`src/rtl/map_regs_pkg.sv`:
```
// constants, offsets and types shared by the host mapping and error register bank
// Notes on behaviour
// - A quadlet read whose bus offset lies in ffff_f000_0400..ffff_f000_07ff is served from host memory.
// - The host address of such a read is the mapping base (bits 31..10) plus the low ten offset bits.
// - Bits 9..0 of the mapping register cannot be written and always read as zero.
// - The mapping register reads as zero after reset, and software may read and write its base field.
// - A posted write that fails while its data is written has its details recorded in the two error registers.
// - The low error register holds the lower 32 bits of the failed write's destination offset.
// - The high error register holds the requester's bus number in bits 31..22 and node number in 21..16.
// - Bits 15..0 of the high error register hold the upper 16 bits of the failed write's destination offset.
// - Both error registers are read-only to software, written only by hardware, and read as zero from reset until a capture.
// - The organization identifier register always returns a fixed code and ignores writes.
`default_nettype none
package map_regs_pkg;
	localparam int ADDR_W = 8;
	localparam logic [7:0] OFS_ROM_MAP = 8'h34;
	localparam logic [7:0] OFS_FAIL_LO = 8'h38;
	localparam logic [7:0] OFS_FAIL_HI = 8'h3c;
	localparam logic [7:0] OFS_ORG_ID = 8'h40;
	localparam logic [7:0] OFS_INT_STATUS = 8'h44;
	localparam logic [7:0] OFS_INT_MASK = 8'h48;
	localparam logic [7:0] OFS_ROM_COUNT = 8'h4c;
	localparam int BASE_LSB = 10;
	localparam int BUSNUM_LSB = 22;
	localparam int NODENUM_LSB = 16;
	localparam logic [31:0] ROM_MAP_RESET = 32'h0000_0000;
	localparam logic [31:0] ROM_MAP_WMASK = 32'hffff_fc00;
	localparam logic [47:0] ROM_WIN_FIRST = 48'hffff_f000_0400;
	localparam logic [47:0] ROM_WIN_LAST = 48'hffff_f000_07ff;
	// arbitrary neutral value, not any real organization code
	localparam logic [31:0] ORG_ID_DEFAULT = 32'h0000_5a5a;
	localparam int NUM_EVENTS = 3;
	localparam int EV_ROM_READ = 0;
	localparam int EV_WRITE_FAIL = 1;
	localparam int EV_FAIL_OVERRUN = 2;
	localparam logic [2:0] EVENTS_RESET = 3'h0;
	localparam logic [1:0] RESP_OKAY = 2'h0;
	localparam logic [1:0] RESP_SLVERR = 2'h2;
	typedef enum logic [2:0] {
		ST_IDLE = 3'b001,
		ST_FETCH = 3'b010,
		ST_REPLY = 3'b100
	} rq_state_t;
endpackage
`default_nettype wire

```
`src/rtl/reg_access_if.sv`:
```
// register access strobes between the bus slave and the register bank
`default_nettype none
interface reg_access_if;
	logic wr_en;
	logic [7:0] wr_addr;
	logic [31:0] wr_data;
	logic [3:0] wr_strb;
	logic wr_err;
	logic rd_en;
	logic [7:0] rd_addr;
	logic [31:0] rd_data;
	logic rd_err;
	modport slave (output wr_en, wr_addr, wr_data, wr_strb, rd_en, rd_addr, input wr_err, rd_data, rd_err);
	modport bank (input wr_en, wr_addr, wr_data, wr_strb, rd_en, rd_addr, output wr_err, rd_data, rd_err);
endinterface
`default_nettype wire

```
`src/rtl/axil_reg_slave.sv`:
```
// axi4-lite slave front end producing single-cycle register strobes
`default_nettype none
module axil_reg_slave
	import map_regs_pkg::*;
(
	input wire logic aclk, // clock
	input wire logic aresetn, // sync reset, active low
	input wire logic [7:0] awaddr, // write address
	input wire logic awvalid, // write address valid
	output logic awready, // write address ready
	input wire logic [31:0] wdata, // write data
	input wire logic [3:0] wstrb, // byte enables
	input wire logic wvalid, // write data valid
	output logic wready, // write data ready
	output logic [1:0] bresp, // write response
	output logic bvalid, // write response valid
	input wire logic bready, // write response ready
	input wire logic [7:0] araddr, // read address
	input wire logic arvalid, // read address valid
	output logic arready, // read address ready
	output logic [31:0] rdata, // read data
	output logic [1:0] rresp, // read response
	output logic rvalid, // read data valid
	input wire logic rready, // read data ready
	reg_access_if.slave ra // strobes to the bank
);
	logic aw_held;
	logic w_held;
	wire aw_take = awvalid & awready;
	wire w_take = wvalid & wready;
	wire ar_take = arvalid & arready;
	assign ra.wr_en = aw_held & w_held & ~bvalid;
	assign ra.rd_en = ar_take;
	assign ra.rd_addr = araddr;
	always_ff @(posedge aclk) begin
		if (!aresetn) begin
			aw_held <= 1'b0;
			w_held <= 1'b0;
			awready <= 1'b0;
			wready <= 1'b0;
			bvalid <= 1'b0;
			bresp <= RESP_OKAY;
			ra.wr_addr <= 8'h00;
			ra.wr_data <= 32'h0000_0000;
			ra.wr_strb <= 4'h0;
		end else begin
			// ready is low while a word is held, so address and data may arrive in either order
			awready <= ~aw_held & ~aw_take & ~bvalid;
			wready <= ~w_held & ~w_take & ~bvalid;
			if (aw_take) begin
				aw_held <= 1'b1;
				ra.wr_addr <= awaddr;
			end
			if (w_take) begin
				w_held <= 1'b1;
				ra.wr_data <= wdata;
				ra.wr_strb <= wstrb;
			end
			if (ra.wr_en) begin
				aw_held <= 1'b0;
				w_held <= 1'b0;
				bvalid <= 1'b1;
				bresp <= ra.wr_err ? RESP_SLVERR : RESP_OKAY;
			end else if (bvalid && bready) begin
				bvalid <= 1'b0;
			end
		end
	end
	always_ff @(posedge aclk) begin
		if (!aresetn) begin
			arready <= 1'b0;
			rvalid <= 1'b0;
			rdata <= 32'h0000_0000;
			rresp <= RESP_OKAY;
		end else begin
			arready <= ~rvalid & ~ar_take;
			if (ar_take) begin
				rvalid <= 1'b1;
				rdata <= ra.rd_data;
				rresp <= ra.rd_err ? RESP_SLVERR : RESP_OKAY;
			end else if (rvalid && rready) begin
				rvalid <= 1'b0;
			end
		end
	end
endmodule
`default_nettype wire

```
`src/rtl/rom_redirect.sv`:
```
// decodes the configuration rom window and forms the host memory address
`default_nettype none
module rom_redirect
	import map_regs_pkg::*;
(
	input wire logic [47:0] offset, // bus destination offset
	input wire logic quadlet_read, // request is a quadlet read
	input wire logic [21:0] base, // mapping base field
	output logic hit, // request falls in the rom window
	output logic [31:0] host_addr // redirected host address
);
	wire in_window = (offset >= ROM_WIN_FIRST) && (offset <= ROM_WIN_LAST);
	// block reads are not redirected here; only single quadlets
	assign hit = quadlet_read & in_window;
	assign host_addr = {base, 10'h000} + {22'h00_0000, offset[9:0]};
endmodule
`default_nettype wire

```
`src/rtl/link_map_regs.sv`:
```
// host mapping, posted-write error and identifier register bank with rom read redirect
//
// The AXI4-Lite slave port was decided locally.
`default_nettype none
module link_map_regs
	import map_regs_pkg::*;
#(
	parameter logic [31:0] ORG_ID = ORG_ID_DEFAULT
) (
	input wire logic aclk, // 125 mhz clock
	input wire logic aresetn, // sync reset, active low
	input wire logic [7:0] s_axi_awaddr, // write address
	input wire logic s_axi_awvalid, // write address valid
	output logic s_axi_awready, // write address ready
	input wire logic [31:0] s_axi_wdata, // write data
	input wire logic [3:0] s_axi_wstrb, // byte enables
	input wire logic s_axi_wvalid, // write data valid
	output logic s_axi_wready, // write data ready
	output logic [1:0] s_axi_bresp, // write response
	output logic s_axi_bvalid, // write response valid
	input wire logic s_axi_bready, // write response ready
	input wire logic [7:0] s_axi_araddr, // read address
	input wire logic s_axi_arvalid, // read address valid
	output logic s_axi_arready, // read address ready
	output logic [31:0] s_axi_rdata, // read data
	output logic [1:0] s_axi_rresp, // read response
	output logic s_axi_rvalid, // read data valid
	input wire logic s_axi_rready, // read data ready
	input wire logic rq_valid, // incoming read request valid
	output logic rq_ready, // request accepted
	input wire logic [47:0] rq_offset, // request bus offset
	input wire logic rq_quadlet_read, // request is a quadlet read
	output logic hm_req, // host memory read request
	output logic [31:0] hm_addr, // host memory address
	input wire logic hm_ack, // host memory read done
	input wire logic [31:0] hm_rdata, // host memory read data
	output logic rsp_valid, // reply valid
	output logic rsp_hit, // request was served from host memory
	output logic [31:0] rsp_data, // reply quadlet
	input wire logic rsp_ready, // reply taken
	input wire logic pw_fail, // posted write failed, one-cycle pulse
	input wire logic [47:0] pw_fail_offset, // destination offset of the failed write
	input wire logic [9:0] pw_fail_bus, // requester bus number
	input wire logic [5:0] pw_fail_node, // requester node number
	output logic irq // level interrupt
);
	reg_access_if ra();

	axil_reg_slave u_slave (
		.aclk(aclk),
		.aresetn(aresetn),
		.awaddr(s_axi_awaddr),
		.awvalid(s_axi_awvalid),
		.awready(s_axi_awready),
		.wdata(s_axi_wdata),
		.wstrb(s_axi_wstrb),
		.wvalid(s_axi_wvalid),
		.wready(s_axi_wready),
		.bresp(s_axi_bresp),
		.bvalid(s_axi_bvalid),
		.bready(s_axi_bready),
		.araddr(s_axi_araddr),
		.arvalid(s_axi_arvalid),
		.arready(s_axi_arready),
		.rdata(s_axi_rdata),
		.rresp(s_axi_rresp),
		.rvalid(s_axi_rvalid),
		.rready(s_axi_rready),
		.ra(ra.slave)
	);

	logic [31:0] rom_image_base_map;
	logic [31:0] failed_write_offset_low;
	logic [31:0] failed_write_source_offset_high;
	logic [NUM_EVENTS-1:0] int_status;
	logic [NUM_EVENTS-1:0] int_mask;
	logic [31:0] rom_read_count;

	// ---- address decode ----
	wire wsel_map = ra.wr_addr == OFS_ROM_MAP;
	wire wsel_lo = ra.wr_addr == OFS_FAIL_LO;
	wire wsel_hi = ra.wr_addr == OFS_FAIL_HI;
	wire wsel_id = ra.wr_addr == OFS_ORG_ID;
	wire wsel_st = ra.wr_addr == OFS_INT_STATUS;
	wire wsel_mask = ra.wr_addr == OFS_INT_MASK;
	wire wsel_cnt = ra.wr_addr == OFS_ROM_COUNT;
	wire wr_mapped = wsel_map | wsel_lo | wsel_hi | wsel_id | wsel_st | wsel_mask | wsel_cnt;
	assign ra.wr_err = ~wr_mapped;

	wire rsel_map = ra.rd_addr == OFS_ROM_MAP;
	wire rsel_lo = ra.rd_addr == OFS_FAIL_LO;
	wire rsel_hi = ra.rd_addr == OFS_FAIL_HI;
	wire rsel_id = ra.rd_addr == OFS_ORG_ID;
	wire rsel_st = ra.rd_addr == OFS_INT_STATUS;
	wire rsel_mask = ra.rd_addr == OFS_INT_MASK;
	wire rsel_cnt = ra.rd_addr == OFS_ROM_COUNT;
	wire rd_mapped = rsel_map | rsel_lo | rsel_hi | rsel_id | rsel_st | rsel_mask | rsel_cnt;
	assign ra.rd_err = ~rd_mapped;

	// ---- byte-lane write mask ----
	logic [31:0] lane_mask;
	genvar gl;
	generate
		for (gl = 0; gl < 4; gl++) begin : g_lane
			assign lane_mask[gl*8 +: 8] = {8{ra.wr_strb[gl]}};
		end
	endgenerate

	wire [31:0] wbits = ra.wr_data & lane_mask;

	// ---- read mux ----
	wire [31:0] st_word = {{(32-NUM_EVENTS){1'b0}}, int_status};
	wire [31:0] mask_word = {{(32-NUM_EVENTS){1'b0}}, int_mask};
	assign ra.rd_data = rsel_map ? (rom_image_base_map & ROM_MAP_WMASK) :
		rsel_lo ? failed_write_offset_low :
		rsel_hi ? failed_write_source_offset_high :
		rsel_id ? ORG_ID :
		rsel_st ? st_word :
		rsel_mask ? mask_word :
		rsel_cnt ? rom_read_count :
		32'h0000_0000;

	// ---- mapping register ----
	// low ten bits never take a write, so the window offset can be or-ed in without carry
	wire [31:0] next_map = (rom_image_base_map & ~(lane_mask & ROM_MAP_WMASK)) |
		(wbits & ROM_MAP_WMASK);

	always_ff @(posedge aclk) begin
		if (!aresetn) begin
			rom_image_base_map <= ROM_MAP_RESET;
		end else if (ra.wr_en && wsel_map) begin
			rom_image_base_map <= next_map;
		end
	end

	wire [21:0] rom_image_base = rom_image_base_map[31:BASE_LSB];

	// ---- redirect decode ----
	logic rq_hit;
	logic [31:0] rq_host_addr;

	rom_redirect u_redirect (
		.offset(rq_offset),
		.quadlet_read(rq_quadlet_read),
		.base(rom_image_base),
		.hit(rq_hit),
		.host_addr(rq_host_addr)
	);

	// ---- request sequencer ----
	rq_state_t state;
	rq_state_t next_state;
	wire rq_take = rq_valid & rq_ready;

	always_comb begin
		next_state = state;
		case (state)
			ST_IDLE: begin
				if (rq_take) begin
					next_state = rq_hit ? ST_FETCH : ST_REPLY;
				end
			end
			ST_FETCH: begin
				if (hm_ack) begin
					next_state = ST_REPLY;
				end
			end
			ST_REPLY: begin
				if (rsp_ready) begin
					next_state = ST_IDLE;
				end
			end
			default: begin
				next_state = ST_IDLE;
			end
		endcase
	end

	always_ff @(posedge aclk) begin
		if (!aresetn) begin
			state <= ST_IDLE;
		end else begin
			state <= next_state;
		end
	end

	// ready drops on the accepting edge so a held request is never taken twice
	always_ff @(posedge aclk) begin
		if (!aresetn) begin
			rq_ready <= 1'b0;
		end else begin
			rq_ready <= (next_state == ST_IDLE) && !rq_take;
		end
	end

	always_ff @(posedge aclk) begin
		if (!aresetn) begin
			hm_req <= 1'b0;
			hm_addr <= 32'h0000_0000;
		end else if (rq_take && rq_hit) begin
			hm_req <= 1'b1;
			hm_addr <= rq_host_addr;
		end else if (hm_ack) begin
			hm_req <= 1'b0;
		end
	end

	always_ff @(posedge aclk) begin
		if (!aresetn) begin
			rsp_valid <= 1'b0;
			rsp_hit <= 1'b0;
			rsp_data <= 32'h0000_0000;
		end else if (rq_take && !rq_hit) begin
			// requests outside the window are handed back unserved
			rsp_valid <= 1'b1;
			rsp_hit <= 1'b0;
			rsp_data <= 32'h0000_0000;
		end else if (state == ST_FETCH && hm_ack) begin
			rsp_valid <= 1'b1;
			rsp_hit <= 1'b1;
			rsp_data <= hm_rdata;
		end else if (rsp_valid && rsp_ready) begin
			rsp_valid <= 1'b0;
		end
	end

	wire rom_served = (state == ST_FETCH) && hm_ack;

	always_ff @(posedge aclk) begin
		if (!aresetn) begin
			rom_read_count <= 32'h0000_0000;
		end else if (ra.wr_en && wsel_cnt) begin
			rom_read_count <= 32'h0000_0000;
		end else if (rom_served) begin
			rom_read_count <= rom_read_count + 32'h0000_0001;
		end
	end

	// ---- posted-write error capture ----
	// one edge loads both words from the same failure, so the two registers never hold parts of two events
	always_ff @(posedge aclk) begin
		if (!aresetn) begin
			failed_write_offset_low <= 32'h0000_0000;
			failed_write_source_offset_high <= 32'h0000_0000;
		end else if (pw_fail) begin
			failed_write_offset_low <= pw_fail_offset[31:0];
			failed_write_source_offset_high[31:BUSNUM_LSB] <= pw_fail_bus;
			failed_write_source_offset_high[BUSNUM_LSB-1:NODENUM_LSB] <= pw_fail_node;
			failed_write_source_offset_high[15:0] <= pw_fail_offset[47:32];
		end
	end

	// ---- interrupt events ----
	logic [NUM_EVENTS-1:0] ev_set;
	assign ev_set[EV_ROM_READ] = rom_served;
	assign ev_set[EV_WRITE_FAIL] = pw_fail;
	// a second failure before software cleared the first overwrites the capture
	assign ev_set[EV_FAIL_OVERRUN] = pw_fail & int_status[EV_WRITE_FAIL];

	wire [NUM_EVENTS-1:0] ev_clr = (ra.wr_en && wsel_st) ? wbits[NUM_EVENTS-1:0] : EVENTS_RESET;
	// a set in the clearing cycle survives
	wire [NUM_EVENTS-1:0] next_status = (int_status & ~ev_clr) | ev_set;

	always_ff @(posedge aclk) begin
		if (!aresetn) begin
			int_status <= EVENTS_RESET;
		end else begin
			int_status <= next_status;
		end
	end

	always_ff @(posedge aclk) begin
		if (!aresetn) begin
			int_mask <= EVENTS_RESET;
		end else if (ra.wr_en && wsel_mask) begin
			int_mask <= (int_mask & ~lane_mask[NUM_EVENTS-1:0]) | wbits[NUM_EVENTS-1:0];
		end
	end

	always_ff @(posedge aclk) begin
		if (!aresetn) begin
			irq <= 1'b0;
		end else begin
			irq <= |(next_status & int_mask);
		end
	end
endmodule
`default_nettype wire

```
`config.mk`:
```
export PLATFORM = sky130hd
export DESIGN_NAME = link_map_regs
export DESIGN_NICKNAME = d
export VERILOG_FILES = /design/src/rtl/map_regs_pkg.sv /design/src/rtl/reg_access_if.sv /design/src/rtl/axil_reg_slave.sv /design/src/rtl/rom_redirect.sv /design/src/rtl/link_map_regs.sv
export SDC_FILE = /design/constraint.sdc
export NUM_CORES = 1
export LEC_CHECK = 0
export BUFFER_PORTS_ARGS = -buffer_cell sky130_fd_sc_hd__buf_2
export CAP_MARGIN = 40
export CORE_AREA = 2 2 196 198
export CTS_CLUSTER_DIAMETER = 30
export DETAILED_ROUTE_END_ITERATION = 10
export DIE_AREA = 0 0 198 200
export PLACE_DENSITY_LB_ADDON = 0.2
export SYNTH_ARGS = -nofsm -noshare
export SYNTH_HDL_FRONTEND = slang
export SYNTH_SLANG_ARGS = --single-unit
```
`constraint.sdc`:
```
create_clock -name aclk -period 4.22 [get_ports aclk]
set_input_delay 0.211 -clock aclk [delete_from_list [all_inputs] [get_ports aclk]]
set_output_delay 0.211 -clock aclk [all_outputs]
set_load 0.01 [all_outputs]
```
Yosys cells after proc, flatten, opt, wreduce, memory -nomap -nowiden
Index checks and enable logic that the tools add are counted.
{"block": "totals", "register_bits": 293, "input_bits": 208, "out_inout_bits": 110}
{"block": "op_classes", "addsub": 2, "n_lt_le_gt_ge": 2, "eq_ne": 18, "mux": 24, "bitwise": 44, "reduce_logical": 22}
{"cell": "2-to-1 mux 32 bit", "n": 7}
{"cell": "bitwise AND 32 bit", "n": 2}
{"cell": "equality test 8 x 7 -> 1 bit (second input constant)", "n": 8}
{"cell": "equality test 8 x 6 -> 1 bit (second input constant)", "n": 6}
{"cell": "greater-or-equal comparator 48 bit (second input constant)", "n": 1}
{"cell": "less-or-equal comparator 48 bit (second input constant)", "n": 1}
{"cell": "adder 32 x 1 -> 32 bit (second input constant)", "n": 1}
{"cell": "adder 32 x 10 -> 32 bit", "n": 1}
{"cell": "NOT 32 bit", "n": 1}
{"cell": "OR 32 bit", "n": 1}
{"cell": "2-to-1 mux 3 bit", "n": 5}
{"cell": "bitwise AND 1 bit", "n": 13}
{"cell": "logical AND 1 bit", "n": 12}
{"cell": "OR 1 bit", "n": 12}
{"cell": "bitwise AND 3 bit", "n": 3}
{"cell": "2-to-1 mux 1 bit", "n": 9}
{"cell": "case mux 3 bit (3 select lines)", "n": 1}
{"cell": "NOT 1 bit", "n": 8}
{"cell": "equality test 3 x 1 -> 1 bit (second input constant)", "n": 2}
{"cell": "NOT 3 bit", "n": 2}
{"cell": "OR 3 bit", "n": 2}
{"cell": "nonzero test 2 bit", "n": 3}
{"cell": "OR reduction 2 bit", "n": 3}
{"cell": "2-to-1 mux 2 bit", "n": 2}
{"cell": "5 further kinds", "n": 6}

Logic depth before layout (Yosys ltp)
{"block": "logic_depth", "word_depth": 9, "depth_mapped": 7, "depth_no_buf": 6}

Modules after synthesis
A second synthesis with hierarchy kept.
{"block": "hier_totals", "hier_cells": 1404, "area_unflattened_um2": 12398.1}
{"mod": "link_map_regs", "instances": 1, "cells_per_inst": 982, "area_each_um2": 8737.1}
{"mod": "axil_reg_slave", "instances": 1, "cells_per_inst": 374, "area_each_um2": 3319.4}
{"mod": "rom_redirect", "instances": 1, "cells_per_inst": 48, "area_each_um2": 341.6}

Least setup slack after synthesis
OpenSTA, ideal clock, no wires.
{"block": "synth_path", "path_kind": "input-to-reg", "start": "input port rq_offset[13]", "end": "register hm_addr[24]", "arrival_ns": 1.824, "required_ns": 4.105, "slack_ns": 2.281, "cell_stages": 7, "path_buffers": 2, "path_cell_list": "nand4bb_1 -> or4_4 -> or4_4 -> buf_6 -> buf_6 -> nand3_1 -> o21ai_2"}
{"block": "synth_between", "elab_chain_len": 4, "word_cells_on_any_way": 5}
{"item": "start, declared", "line_no": "link_map_regs.sv:31", "rtl": "input wire logic [47:0] rq_offset,"}
{"item": "greater-or-equal comparator 48 bit / less-or-equal comparator 48 bit (equally long branches)", "line_no": "rom_redirect.sv:12", "rtl": "wire in_window = (offset >= ROM_WIN_FIRST) && (offset <= ROM_WIN_LAST);"}
{"item": "logical AND 1 bit (*)", "line_no": "rom_redirect.sv:12"}
{"item": "bitwise AND 1 bit (*)", "line_no": "rom_redirect.sv:14", "rtl": "assign hit = quadlet_read & in_window;"}
{"item": "logical AND 1 bit (*)", "line_no": "link_map_regs.sv:200", "rtl": "end else if (rq_take && rq_hit) begin"}
{"item": "end signal, assigned", "line_no": "link_map_regs.sv:202", "rtl": "hm_addr <= rq_host_addr;"}
{"item": "end, declared", "line_no": "link_map_regs.sv:34", "rtl": "output logic [31:0] hm_addr,"}
Every way passes the cells marked *; elsewhere a longest branch is shown, timed or not.
A chain may end at the register's enable or synchronous reset.

Worst setup path in the final report
{"block": "layout_path", "start": "register state[0]", "end": "register rom_read_count[31]"}
{"block": "layout_between", "elab_chain_len": 2}
{"item": "start, declared", "line_no": "link_map_regs.sv:151", "rtl": "rq_state_t state;"}
{"item": "start signal, assigned", "line_no": "link_map_regs.sv:183", "rtl": "state <= next_state;"}
{"item": "equality test 3 x 2 -> 1 bit", "line_no": "link_map_regs.sv:227", "rtl": "wire rom_served = (state == ST_FETCH) && hm_ack;"}
{"item": "logical AND 1 bit", "line_no": "link_map_regs.sv:227"}
{"item": "end signal, assigned", "line_no": "link_map_regs.sv:235", "rtl": "rom_read_count <= rom_read_count + 32'h0000_0001;"}
{"item": "end, declared", "line_no": "link_map_regs.sv:77", "rtl": "logic [31:0] rom_read_count;"}
No other way between the ends.

==> flow_summary.json <==
{
  "outcome": "completed",
  "post-route-period-util_pct": 55.5,
  "max-slew-margin-rel_pct": 38.9,
  "cts_tree": "built",
  "synthFlopType": "dfxtp_1",
  "switchingPower_uw": 1940,
  "wl_per_cell_microns": 16.4,
  "synth-edff-count": 0,
  "layout_common_cells": "307 x buf_2, 274 x dfxtp_1, 197 x nor2_1",
  "grt.overflow.total": 0,
  "async_flop_share_pct": 0,
  "nets": 1984,
  "synthCells": 1312,
  "drt_iter0_drc": 593,
  "cts_resized": 0,
  "drive_gt1_share_pct": 26.6,
  "ir_drop_uv": 353,
  "tns_ns": 0,
  "yosysSeqAreaShare_pct": 49.4,
  "fin_cells": 2345,
  "worst_slew_pin_slew_ns": 0.916,
  "p_int_uw": 7030,
  "path_class": "reg2reg",
  "p_leak_uw": 0.00722,
  "drv_cap": 0,
  "top_layer_used": "met4",
  "seqPwrFrac_pct": 30.3,
  "place_area_sq_um": 13100,
  "setup_ws_ns": 1.88,
  "power.density_nw_per_um2": 521,
  "critPathMaxFanout": 13,
  "placed_cells": 2057,
  "rsz0062_at_grt": "false",
  "whs_endpoint": "rsp_valid$_SDFFE_PN0P_",
  "ys_ff_latch": 274,
  "worstRegToRegCells": 5,
  "r2r-start": "state[0]$_SDFF_PN1_",
  "hp-start": "rsp_ready",
  "fill_cells": 3680,
  "buffer_ports.inserted": 308,
  "wl_microns": 38400,
  "startpoint_type": "register",
  "r2r_slack_ns": 1.88,
  "antenna_found_initial": 2,
  "m1WireLength_microns": 16800,
  "path_clk_slew_ns": 0.04,
  "ant_nets": 0,
  "gp_congestion": 0.794,
  "grt_max_degree": 89,
  "finish.instance_area_sq_um": 17200,
  "r2r_end": "rom_read_count[31]$_SDFFE_PP0P_",
  "avgSynthCellArea_sq_um": 8.47,
  "clockBufferDepth": 3,
  "netlist_area_sq_um": 11100,
  "cts_buffers": 76,
  "dp_hpwl_microns": 26200,
  "grt_use_total_pct": 19.2,
  "final_common_cell": "buf_2",
  "dp_slack_ns": 1.55,
  "dr_wl_met2_microns": 18200,
  "grt_pass1_vias": 10815,
  "io_pins": 318,
  "syn_to_final_growth_pct": 54.9,
  "die_y_microns": 200,
  "core_area_sq_um": 37400,
  "skew_ns": 0.0177,
  "route.detailed.drc": 0,
  "max_freq_ghz": 0.427,
  "clockRootBuffer": "clkbuf_16",
  "holdPathStages": 4,
  "start_util_pct": 29.7,
  "h-tree-depth": 3,
  "hp-class": "in2reg",
  "slew_violations": 0,
  "dieArea_sq_um": 39600,
  "ys_warn_count": 0,
  "vias_per_cell": 4.69,
  "wl_met3_microns": 2560,
  "yosys.cell_types.count": 61,
  "fp.dieW_microns": 198,
  "final_hold_viol_count": 0,
  "finalSetupViolations": 0,
  "via_count": 10991,
  "comb_power_share_pct": 5.8,
  "period_needed_ns": 2.34,
  "dr.pass1.iters": 5,
  "grt_pass1_wl_microns": 58900,
  "crit_arrival_ns": 2.77,
  "insertion_delay_ns": 0.56,
  "rows": 71,
  "swShare_pct": 21.6,
  "cts.sinks": 274,
  "postCtsSetupBuffers": 0,
  "clkPwrFrac_pct": 64.0,
  "endpoint_kind": "register",
  "cp.required_ns": 4.64
}
final cells by class:
cell class	instances	area [sq um]	share of cell area [%]
well taps	511	639	3.71
repair buffers	478	3230	18.8
flip-flops and latches	274	5490	31.9
multi-input cells	938	5240	30.4
clock buffers	101	2130	12.4
inverters	7	28.8	0.167
clock inverters	33	452	2.62
diodes	3	7.51	0.0436
routing by layer:
metal	up-vias	GRT usage, %
li1	5521	-
met1	5061	23.7
met2	352	32.0
met3	57	5.04
met4	0	7.80
met5	-	0
worst max-delay path, stage by stage (launching register included):
cell       delay (ns)
dfxtp_1          0.37
nand4bb_2        0.60
or3_1            0.69
nor4_2           0.34
xnor2_1          0.16
nor2_1           0.05
sequential cells by signal, indices dropped and copies added (netlist names), 4 cells and up, named ones only:
register                         cells
failed_write_offset_low             32
failed_write_source_offset_high     32
hm_addr                             32
rom_read_count                      32
rsp_data                            32
u_slave.rdata                       32
u_slave.ra.wr_data                  25
u_slave.ra.wr_addr                   8
u_slave.ra.wr_strb                   4
cell usage after synthesis (5+ instances only):
master	count	area, sq um
nor4_1	8	50.1
nand4_1	17	106
o21ai_1	13	65.1
mux2i_1	68	681
dfxtp_1	274	5490
buf_6	6	67.6
and2_1	10	62.6
nand2b_1	14	87.6
a32oi_1	6	52.6
a21oi_1	80	400
xnor2_1	13	114
nor2_1	197	739
clkbuf_1	65	244
xor2_1	17	149
a221oi_1	8	70.1
and3_1	8	50.1
nand2_1	156	586
nor3_1	60	300
a22o_1	16	140
o21ai_2	18	158
o21ai_0	79	395
buf_1	16	60.1
inv_1	7	26.3
or3_1	5	31.3
nand3_1	78	390
o22ai_1	5	31.3
metrics by stage:
stage	power, uW	utilization [%]	hold slack, ns
2_1_floorplan	2970	-	0.329
3_3_place_gp	3150	35.0	0.440
3_5_place_dp	3160	35.1	0.441
4_1_cts	9080	46.0	0.00505
5_1_grt	9300	46.0	0.0257
6_report	8970	46.0	0.0327
power groups by stage:
stage          registers (uW)  clock network [uW]  logic, uW
2_1_floorplan            2750                   0        217
3_3_place_gp             2760                   0        397
3_5_place_dp             2760                   0        406
4_1_cts                  2710                5850        520
5_1_grt                  2720                6010        570
6_report                 2710                5740        516
cell families (layout without fill, tap and decap cells):
kind of cell,after synthesis,count (layout),synth area share (%)
XOR/XNOR,30,30,2.36
AND/OR/NAND/NOR,586,586,24.2
multiplexers,71,71,6.43
flip-flops,274,274,49.4
adder cells (fa/ha/maj),1,1,0.113
buffers and inverters,101,619,3.94
AO/OA/AOI/OAI,248,248,13.5
other,1,5,0.0337
worst max path at each step:
| stage | from | end | depth (start not counted) |
|---|---|---|---|
| after CTS | state[0]$_SDFF_PN1_ | rom_read_count[31]$_SDFFE_PP0P_ | 5 |
| after global placement | s_axi_araddr[3] | u_slave.rdata[14]$_SDFFE_PN0P_ | 6 |
| final | state[0]$_SDFF_PN1_ | rom_read_count[31]$_SDFFE_PP0P_ | 5 |
| after floorplan | rq_offset[13] | hm_addr[24]$_SDFFE_PN0P_ | 7 |
| after global routing | state[0]$_SDFF_PN1_ | rom_read_count[24]$_SDFFE_PP0P_ | 5 |
| after detailed placement | s_axi_araddr[3] | u_slave.rdata[12]$_SDFFE_PN0P_ | 6 |
what timing repair did:
action | CTS | global route
hold endpoints to repair | 149 | 0
hold buffers | 150 | 0
setup endpoints to repair | 0 | 0
No activity file was read; power rests on OpenSTA's default activity.
